File: src/hw/power_supervisor_consts.vh
// Constants for the power supervisor and sleep controller.
`ifndef POWER_SUPERVISOR_CONSTS_VH
`define POWER_SUPERVISOR_CONSTS_VH
`define PS_CLK_PERIOD_NS   10
`define PS_WDT_TICK_NS     1000000
`define PS_WDT_TICK_CYCLES (`PS_WDT_TICK_NS / `PS_CLK_PERIOD_NS)
`define PS_WDT_WIDTH       16
`define PS_RTC_WIDTH       64
`define PS_SLOW_OSC_HZ     31250
`define PS_STEP_NS         1000
`define PS_STEP_CYCLES     (`PS_STEP_NS / `PS_CLK_PERIOD_NS)
`define PS_DSM_BYTES       128
`define PS_DSM_ADDR_W      7
`define PS_RTC_INC_RESET   64'h0000000000000C80
`endif

File: src/hw/power_supervisor_sleep_controller.v
// Supervisor resets, watchdog, power-mode sequencer, real-time counter and deep-sleep memory.
// Contract
// [RL1] Hold chip reset until all supplies good.
// [RL2] Supply loss resets chip, restart as cold.
// [RL3] External active-low reset optional, pulled inactive; the code adds no pull of its own and relies on the pad.
// [RL4] Sixteen-bit watchdog counting one millisecond ticks.
// [RL5] Watchdog timebase independent of real-time counter.
// [RL6] Watchdog expiry before re-arm resets chip.
// [RL7] Status bit flags watchdog as last reset; an external reset after it leaves the bit set.
// [RL8] Watchdog runs only in the running state.
// [RL9] Intermediate states sequence power-down and power-up.
// [RL10] Control write starts running-to-sleep transition.
// [RL11] Software requests sleep only while running.
// [RL12] Wake stimuli honoured only while sleeping.
// [RL13] Wake during power-down remembered until asleep.
// [RL14] Wake pin edge or level, polarity selectable.
// [RL15] Counter reaching compare value raises wake.
// [RL16] Running: counter adds one every clock.
// [RL17] Asleep on slow oscillator: add programmable increment.
// [RL18] Asleep: core and peripherals powered down.
// [RL19] 128-byte memory retained through sleep.
// [RL20] Supply loss during transitions forces system reset.
// [RL21] Software picks lowest-power sleep configuration.
// [RL22] Switched I/O supply on only while running.
// [RL23] Wake sequence reverses power-down, one step each.
`timescale 1ns/1ps
`default_nettype none
`include "power_supervisor_consts.vh"
module power_supervisor_sleep_controller #(
  parameter NUM_SUPPLIES = 3,
  parameter WDT_TICK_CYCLES = `PS_WDT_TICK_CYCLES,
  parameter STEP_CYCLES = `PS_STEP_CYCLES
) (
  // Clock and reset
  input  wire                          clk,
  input  wire                          sys_rst,
  // Supply monitors and external pins
  input  wire [NUM_SUPPLIES-1:0]       supplyGood,
  input  wire                          extReset_n,
  input  wire                          wakePin,
  input  wire                          slowOscTick,
  // Watchdog control
  input  wire                          wdtEnable,
  input  wire                          wdtArm,
  input  wire [`PS_WDT_WIDTH-1:0]      wdtTimeout,
  output reg                           wdtResetCause,
  // Power mode control
  input  wire                          sleepRequest,
  input  wire                          wakePinEnable,
  input  wire                          wakePinPolarity,
  input  wire                          wakePinEdge,
  input  wire                          wakeTimerEnable,
  input  wire                          sleepSlowClock,
  input  wire [`PS_RTC_WIDTH-1:0]      rtcCompare,
  input  wire [`PS_RTC_WIDTH-1:0]      rtcIncrement,
  output reg  [4:0]                    powerState,
  // Real-time counter
  output reg  [`PS_RTC_WIDTH-1:0]      rtcCount,
  // Deep-sleep memory
  input  wire                          dsmWrite,
  input  wire [`PS_DSM_ADDR_W-1:0]     dsmAddr,
  input  wire [7:0]                    dsmWriteData,
  output reg  [7:0]                    dsmReadData,
  // Power and reset outputs
  output reg                           chipReset,
  output reg                           coreOn,
  output reg                           switched_io_supply
);

  localparam [4:0] ST_AWAKE     = 5'h01;
  localparam [4:0] ST_DOWN_CORE = 5'h02;
  localparam [4:0] ST_DOWN_IO   = 5'h04;
  localparam [4:0] ST_ASLEEP    = 5'h08;
  localparam [4:0] ST_UP_IO     = 5'h10;
  // The last power-up step has no spare bit in the 5-bit state port, so it is all zeros.
  localparam [4:0] ST_UP_CORE   = 5'h00;

  // Counter step shared by the sequencer and the watchdog prescaler.
  function [31:0] incr32;
    input [31:0] value;
    begin
      incr32 = value + 32'h00000001;
    end
  endfunction

  // True in the two power-down steps, where wake stimuli must be remembered.
  function isPowerDown;
    input [4:0] state;
    begin
      isPowerDown = (state == ST_DOWN_CORE) || (state == ST_DOWN_IO);
    end
  endfunction

  // True in the states that keep the digital core supplied.
  function coreSupplied;
    input [4:0] state;
    begin
      coreSupplied = (state == ST_AWAKE) || (state == ST_UP_CORE);
    end
  endfunction

  // Two-flop synchronisers for all pin inputs; stage one feeds stage two only.
  reg [NUM_SUPPLIES-1:0] goodMeta;
  reg [NUM_SUPPLIES-1:0] goodSync;
  reg [2:0]              pinMeta;
  reg [2:0]              pinSync;
  reg                    wakePinLast;
  reg                    slowLast;

  always @(posedge clk or posedge sys_rst) begin
    if (sys_rst) begin
      goodMeta    <= {NUM_SUPPLIES{1'b0}};
      goodSync    <= {NUM_SUPPLIES{1'b0}};
      pinMeta     <= 3'h1;
      pinSync     <= 3'h1;
      wakePinLast <= 1'b0;
      slowLast    <= 1'b0;
    end else begin
      goodMeta    <= supplyGood;
      goodSync    <= goodMeta;
      pinMeta     <= {slowOscTick, wakePin, extReset_n};
      pinSync     <= pinMeta;
      wakePinLast <= pinSync[1];
      slowLast    <= pinSync[2];
    end
  end

  wire allGood = &goodSync;
  // An unconnected reset pin must be tied or pulled high at the pad.
  wire extResetActive = ~pinSync[0]; // [RL3]
  wire wakeLevel = pinSync[1];
  wire slowTick = pinSync[2] & ~slowLast;

  reg  [4:0] next_powerState;
  // One step counter serves every transit state, so each step lasts the same time.
  reg  [31:0] stepCount;
  wire stepDone = (stepCount == STEP_CYCLES - 1);
  reg  wakePending;
  reg  wdtExpired;
  reg  [31:0] tickCount;
  reg  [`PS_WDT_WIDTH-1:0] wdtCount;
  wire [`PS_WDT_WIDTH-1:0] wdtNext = wdtCount + 16'h0001;

  // Edge mode fires only on a move into the selected level.
  wire pinWake = wakePinEnable &&
    (wakePinEdge ? ((wakeLevel != wakePinLast) && (wakeLevel == wakePinPolarity))
                 : (wakeLevel == wakePinPolarity)); // [RL14]
  wire timerWake = wakeTimerEnable && (rtcCount >= rtcCompare); // [RL15]
  wire wakeEvent = pinWake | timerWake;
  // Any fault restarts the sequencer from the awake state, as after a cold start.
  wire faultReset = ~allGood | extResetActive | wdtExpired; // [RL1] [RL2] [RL20]

  always @* begin
    next_powerState = powerState;
    case (powerState)
      ST_AWAKE: begin
        if (sleepRequest) begin
          next_powerState = ST_DOWN_CORE; // [RL10] [RL11]
        end
      end
      ST_DOWN_CORE: begin
        if (stepDone) begin
          next_powerState = ST_DOWN_IO; // [RL9]
        end
      end
      ST_DOWN_IO: begin
        if (stepDone) begin
          next_powerState = ST_ASLEEP; // [RL9]
        end
      end
      ST_ASLEEP: begin
        if (wakePending | wakeEvent) begin
          next_powerState = ST_UP_IO; // [RL12] [RL13]
        end
      end
      ST_UP_IO: begin
        if (stepDone) begin
          next_powerState = ST_UP_CORE; // [RL23]
        end
      end
      ST_UP_CORE: begin
        if (stepDone) begin
          next_powerState = ST_AWAKE; // [RL23]
        end
      end
      default: begin
        next_powerState = ST_AWAKE;
      end
    endcase
  end

  // Outputs look one state ahead so that they switch with the state register.
  wire [4:0] stateAfter = faultReset ? ST_AWAKE : next_powerState;

  always @(posedge clk or posedge sys_rst) begin
    if (sys_rst) begin
      powerState <= ST_AWAKE;
      stepCount  <= 32'h00000000;
    end else if (faultReset) begin
      powerState <= ST_AWAKE; // [RL2] [RL20]
      stepCount  <= 32'h00000000;
    end else begin
      powerState <= next_powerState;
      if (next_powerState != powerState || stepDone) begin
        stepCount <= 32'h00000000;
      end else begin
        stepCount <= incr32(stepCount);
      end
    end
  end

  // Wake memory fills only while powering down; leaving that path empties it.
  always @(posedge clk or posedge sys_rst) begin
    if (sys_rst) begin
      wakePending <= 1'b0;
    end else if (faultReset) begin
      wakePending <= 1'b0;
    end else if (isPowerDown(powerState)) begin
      wakePending <= wakePending | wakeEvent; // [RL13]
    end else begin
      wakePending <= 1'b0; // [RL12]
    end
  end

  // Watchdog on its own millisecond prescaler, never on the real-time counter.
  always @(posedge clk or posedge sys_rst) begin
    if (sys_rst) begin
      tickCount     <= 32'h00000000;
      wdtCount      <= {`PS_WDT_WIDTH{1'b0}};
      wdtExpired    <= 1'b0;
      wdtResetCause <= 1'b0;
    end else begin
      wdtExpired <= 1'b0;
      // The cause bit survives the reset that it reports; only sys_rst or a supply loss clears it.
      if (wdtExpired) begin
        wdtResetCause <= 1'b1; // [RL7]
      end else if (~allGood) begin
        wdtResetCause <= 1'b0;
      end
      if (!wdtEnable || powerState != ST_AWAKE || wdtArm || faultReset) begin
        tickCount <= 32'h00000000; // [RL8]
        wdtCount  <= {`PS_WDT_WIDTH{1'b0}};
      end else if (tickCount == WDT_TICK_CYCLES - 1) begin
        tickCount <= 32'h00000000; // [RL5]
        if (wdtNext >= wdtTimeout) begin
          wdtExpired <= 1'b1; // [RL6]
          wdtCount   <= {`PS_WDT_WIDTH{1'b0}};
        end else begin
          wdtCount <= wdtNext; // [RL4]
        end
      end else begin
        tickCount <= incr32(tickCount);
      end
    end
  end

  // Real-time counter.
  // Asleep without the slow clock selected, it keeps counting at the main-clock pace.
  always @(posedge clk or posedge sys_rst) begin
    if (sys_rst) begin
      rtcCount <= {`PS_RTC_WIDTH{1'b0}};
    end else if (powerState == ST_ASLEEP && sleepSlowClock) begin
      if (slowTick) begin
        rtcCount <= rtcCount + rtcIncrement; // [RL17]
      end
    end else begin
      rtcCount <= rtcCount + 64'h0000000000000001; // [RL16]
    end
  end

  // Deep-sleep memory is cleared only by sys_rst, not by a supply loss or the watchdog.
  reg [7:0] dsm [0:`PS_DSM_BYTES-1];
  integer i;
  always @(posedge clk or posedge sys_rst) begin
    if (sys_rst) begin
      for (i = 0; i < `PS_DSM_BYTES; i = i + 1) begin
        dsm[i] <= 8'h00;
      end
      dsmReadData <= 8'h00;
    end else begin
      // Writes outside the awake state are dropped, since no software runs there.
      if (dsmWrite && powerState == ST_AWAKE) begin
        dsm[dsmAddr] <= dsmWriteData; // [RL19]
      end
      dsmReadData <= dsm[dsmAddr];
    end
  end

  // Outputs.
  always @(posedge clk or posedge sys_rst) begin
    if (sys_rst) begin
      chipReset          <= 1'b1;
      coreOn             <= 1'b0;
      switched_io_supply <= 1'b0;
    end else begin
      // Registered so that the reset output never glitches on a combinational path.
      chipReset          <= faultReset; // [RL1] [RL2] [RL6]
      coreOn             <= coreSupplied(stateAfter); // [RL18]
      switched_io_supply <= (stateAfter == ST_AWAKE) & ~faultReset; // [RL22]
    end
  end

endmodule // power_supervisor_sleep_controller
`default_nettype wire

File: config.mk
export PLATFORM = sky130hd
export DESIGN_NAME = power_supervisor_sleep_controller
export DESIGN_NICKNAME = d
export VERILOG_FILES = /design/src/hw/power_supervisor_sleep_controller.v
export VERILOG_INCLUDE_DIRS = /design/src /design/src/hw
export SDC_FILE = /design/constraint.sdc
export NUM_CORES = 2
export LEC_CHECK = 0
export ABC_CLOCK_PERIOD_IN_PS = 53000
export BUFFER_PORTS_ARGS = -buffer_cell sky130_fd_sc_hd__buf_2
export CAP_MARGIN = 10
export CORE_AREA = 3 3 347 349
export CTS_CLUSTER_DIAMETER = 150
export DETAILED_ROUTE_END_ITERATION = 8
export DIE_AREA = 0 0 350 352
export PLACE_DENSITY = 0.75
export SKIP_CTS_REPAIR_TIMING = 1
export SYNTH_ARGS = -nofsm -noshare
export SYNTH_HDL_FRONTEND = slang
export SYNTH_SLANG_ARGS = --single-unit
File: constraint.sdc
create_clock -name clk -period 53 [get_ports clk]
set_input_delay 10.6 -clock clk [delete_from_list [all_inputs] [get_ports clk]]
set_output_delay 10.6 -clock clk [all_outputs]
set_load 0.01 [all_outputs]
==> impl_metrics.ini <==
[grt]
grt.overflow.total = 0
grt_usage_pct = 25.86
grt_antenna_before_repair = 6
first_pass_grt_wire_length_mm = 249.6
maximum_number_of_pins_on_one_net_before_global_route_repair = 178
via_count_of_the_first_global_routing_pass = 42020

[cts]
clock_insertion_delay_worst_skew_ns = 0.76
tritoncts.num_buffers = 130
htree_num_levels = 4
cts.path.max_buffers = 3
path_clk_slew_ns = 0.06
cts_num_sinks = 1201
cts_root_buffer = sky130_fd_sc_hd__clkbuf_16
clock_tree_from_tritoncts = yes

[synthesis]
yosysSeqAreaShare_pct = 52.17
mappedNetlistNets = 5097
mappedNetlistArea_um2 = 57610
postSynth.topFlopCell = sky130_fd_sc_hd__dfrtp_1
synthesis.instances = 4774
ys_warn_count = 0
synth.lib_cells_used.distinct = 68
synth_seq_cells = 1201
synthesis.area_per_instance_um2 = 12.07
synth-edff-count = 0
synth-async-reset-ratio_pct = 100.0

[die]
ios = 257
row_count = 126
initial_core_util_pct = 48.92
dieHeight_um = 352
floorplan.die.width_um = 350
die_area_um2 = 123200
floorplan.core_area_um2 = 117800

[placement]
pre_cts_ws_ns = 38.37
io_buffers = 256
routabilityCongestion = 0.8920
dp_hpwl_mm = 99.47

[run]
number_of_max_capacitance_violations_reported = 0

[power_and_ir_drop]
static-leakage-power_nw = 30.97
total_power_mw = 2.111
worst_ir_drop_vdd_v = 0.00003758
cellPowerDensity_nw_per_um2 = 32.62

[cells_and_area]
final_net_count = 5225
drive_gt1_share_pct = 31.60
flow.area_growth_from_synthesis_pct = 12.31

[worst_setup_path]
worst_ep_arrival_time_ns = 14.64
timing_worst_setup_path_type = input pin to register
critical_path_required_ns = 53.65
timing.critical_path.slowest_stage_cell = sky130_fd_sc_hd__o21ai_0
timing.critical_path.fanout_max = 62
timing.critical_path.mode_cell = sky130_fd_sc_hd__a21oi_1
worst_path_largest_cell_delay_ns = 0.67
setup.worst_path.end_class = register
crit_path_start_kind = input pin
crit_path_cells = buf_2, buf_4, and2_1, nand2b_1, ha_1, inv_1, fa_1, nor2b_1, o2111ai_1, a21oi_1, o21ai_0, a21oi_1, o211ai_1, nand2_1, a41oi_1, nor2_1, nor4_1

[status]
result_of_the_run = complete, no violations

[timing]
timing.max_slew.rel_slack_pct = 15.36
maximum_achievable_frequency_mhz = 71.47
slew_violations = 0
hold_violations = 0
finalSetupViolations = 0
worst_pin_slew_ns = 1.270
totalNegativeSetupSlack_ns = 0
postLayoutSetupSlackWorst_ns = 39.01
finalCritPeriodShare_pct = 26.40
crit_path_time_final_ns = 13.99
rsz0062_at_grt = false
clock-skew-final_ns = 0.03333

[min_path]
hp-class = register to register

[drt]
routed-via-count = 41430
drt_iter0_markers = 3888
first_pass_iters = 5
antenna_violating_nets_post_route = 0
wl_per_cell_um = 24.80
routed_via_density = 6.339
drc = 0
wirelength_mm = 162.1
worst paths after layout:
check                                    start       endpoint  slack [ns]  depth (start not counted)
worst min-delay path               goodMeta[1]    goodSync[1]        0.35                          0
min in group asynchronous              sys_rst  powerState[4]        9.98                          2
worst max-delay path            sleepSlowClock   rtcCount[62]       39.01                         17
max in group asynchronous              sys_rst        dsm[56]       39.56                          5
worst max register to register   powerState[1]   rtcCount[62]       47.88                         18
worst min register to register     goodMeta[1]    goodSync[1]        0.35                          0
cells in the mapped netlist, types with 3 or more instances:
cell	number	area share (%)
sky130_fd_sc_hd__dfrtp_1	1197	52
sky130_fd_sc_hd__mux2_2	1024	20
sky130_fd_sc_hd__a22oi_1	318	4.1
sky130_fd_sc_hd__nor2_1	305	2.0
sky130_fd_sc_hd__clkbuf_1	250	1.6
sky130_fd_sc_hd__ha_1	146	3.2
sky130_fd_sc_hd__a21oi_1	139	1.2
sky130_fd_sc_hd__nand2_1	132	0.86
sky130_fd_sc_hd__a22o_1	116	1.8
sky130_fd_sc_hd__inv_1	104	0.68
sky130_fd_sc_hd__nand4_1	102	1.1
sky130_fd_sc_hd__a221oi_1	100	1.5
sky130_fd_sc_hd__o21ai_0	88	0.76
sky130_fd_sc_hd__and3_1	80	0.87
sky130_fd_sc_hd__a31oi_1	76	0.83
sky130_fd_sc_hd__a21o_1	71	0.93
sky130_fd_sc_hd__xor2_1	70	1.1
sky130_fd_sc_hd__nand3_1	66	0.57
sky130_fd_sc_hd__xnor2_1	59	0.90
sky130_fd_sc_hd__buf_1	44	0.29
sky130_fd_sc_hd__nor3_1	34	0.30
sky130_fd_sc_hd__buf_2	26	0.23
sky130_fd_sc_hd__nor4_1	24	0.26
sky130_fd_sc_hd__o211ai_1	22	0.29
sky130_fd_sc_hd__o21a_1	17	0.22
sky130_fd_sc_hd__nor2b_1	13	0.14
sky130_fd_sc_hd__and2_1	11	0.12
sky130_fd_sc_hd__and4_1	11	0.17
sky130_fd_sc_hd__o2111ai_1	11	0.17
sky130_fd_sc_hd__a211oi_1	10	0.13
sky130_fd_sc_hd__nand2b_1	10	0.11
sky130_fd_sc_hd__or4_1	9	0.12
sky130_fd_sc_hd__nor3b_1	8	0.10
sky130_fd_sc_hd__o21ai_1	7	0.061
sky130_fd_sc_hd__o21bai_1	7	0.091
sky130_fd_sc_hd__o31ai_1	7	0.091
sky130_fd_sc_hd__or3_1	7	0.076
sky130_fd_sc_hd__a2111oi_0	5	0.076
sky130_fd_sc_hd__dfstp_2	4	0.18
sky130_fd_sc_hd__a211o_1	3	0.046
sky130_fd_sc_hd__a221o_1	3	0.052
sky130_fd_sc_hd__buf_4	3	0.039
sky130_fd_sc_hd__nor2_2	3	0.033
layer usage:
metal	share of wire, %	GRT usage [%]	vias to the layer above	wire [um]
met3	7.9	5.304	386	12860
met2	47	41.87	1720	76670
li1	-	-	18010	-
met5	0.017	0	-	27
met4	4.2	10.86	4	6765
met1	41	33.83	21320	65770
kinds of logic (layout without fill, tap and decap cells):
| family | Yosys count | in the layout | share of synthesized area, % |
|---|---|---|---|
| AO/OA/AOI/OAI | 1016 | 1016 | 12.66 |
| XOR/XNOR | 129 | 129 | 1.961 |
| adder cells (fa/ha/maj) | 147 | 147 | 3.205 |
| buffers and inverters | 427 | 650 | 2.858 |
| flip-flops | 1201 | 1201 | 52.17 |
| multiplexers | 1027 | 1027 | 20.11 |
| other | 0 | 3 | 0 |
| AND/OR/NAND/NOR | 827 | 827 | 7.034 |
metrics by stage:
stage	utilization (%)	cell area [um2]	hold WS [ns]	instances
after floorplan	-	57610	0.3312	4774
after global placement	51.12	60200	0.3346	6304
after detailed placement	51.13	60210	0.3371	6305
after CTS	54.91	64670	0.3493	6532
after global routing	54.94	64700	0.3619	6534
final	54.94	64700	0.3488	6536
state kept, by name, summed over array words and instances (netlist names), 5 cells and up:
register / cells
dsm: 1024
powerState: 5
tickCount: 32
wdtCount: 16
rtcCount: 64
dsmReadData: 8
stepCount: 32
critical path: cells and delay by family:
| family | cells | cell delay (ns) |
|---|---|---|
| AOI/OAI and AO/OA | 6 | 1.91 |
| buffers and inverters | 3 | 0.61 |
| adders and majority gates | 2 | 0.42 |
| and+or+nand+nor | 6 | 1.08 |
where the power goes:
group | switching [mW] | internal (mW) | leakage [nW]
clock | 0.386 | 0.559 | 2.18
sequential | 0.0342 | 0.979 | 16.4
combinational | 0.0873 | 0.0652 | 12.4
layout make-up:
cell class                 instances  area (um2)
sequential                      1201       30060
inverter                         104       397.9
multi-input combinational       3146       25970
timing repair buffer             319        1886
clock buffer                     180        3722
antenna                            3       7.507
fill                            9550       53060
tap                             1536        1922
clock inverter                    47       734.5
layout by cell type (no fill, tap or decap), types with 70 or more instances in the layout:
cell / instances
sky130_fd_sc_hd__xor2_1: 70
sky130_fd_sc_hd__o21ai_0: 87
sky130_fd_sc_hd__nand2_1: 132
sky130_fd_sc_hd__dfrtp_1: 1197
sky130_fd_sc_hd__a31oi_1: 76
sky130_fd_sc_hd__nor2_1: 303
sky130_fd_sc_hd__a22o_1: 116
sky130_fd_sc_hd__a221oi_1: 100
sky130_fd_sc_hd__a21o_1: 71
sky130_fd_sc_hd__nand4_1: 102
sky130_fd_sc_hd__a22oi_1: 318
sky130_fd_sc_hd__a21oi_1: 139
sky130_fd_sc_hd__ha_1: 146
sky130_fd_sc_hd__inv_1: 103
sky130_fd_sc_hd__mux2_2: 1024
sky130_fd_sc_hd__and3_1: 78
sky130_fd_sc_hd__buf_2: 248
sky130_fd_sc_hd__clkbuf_16: 131
(Power assumes the default switching activity.)
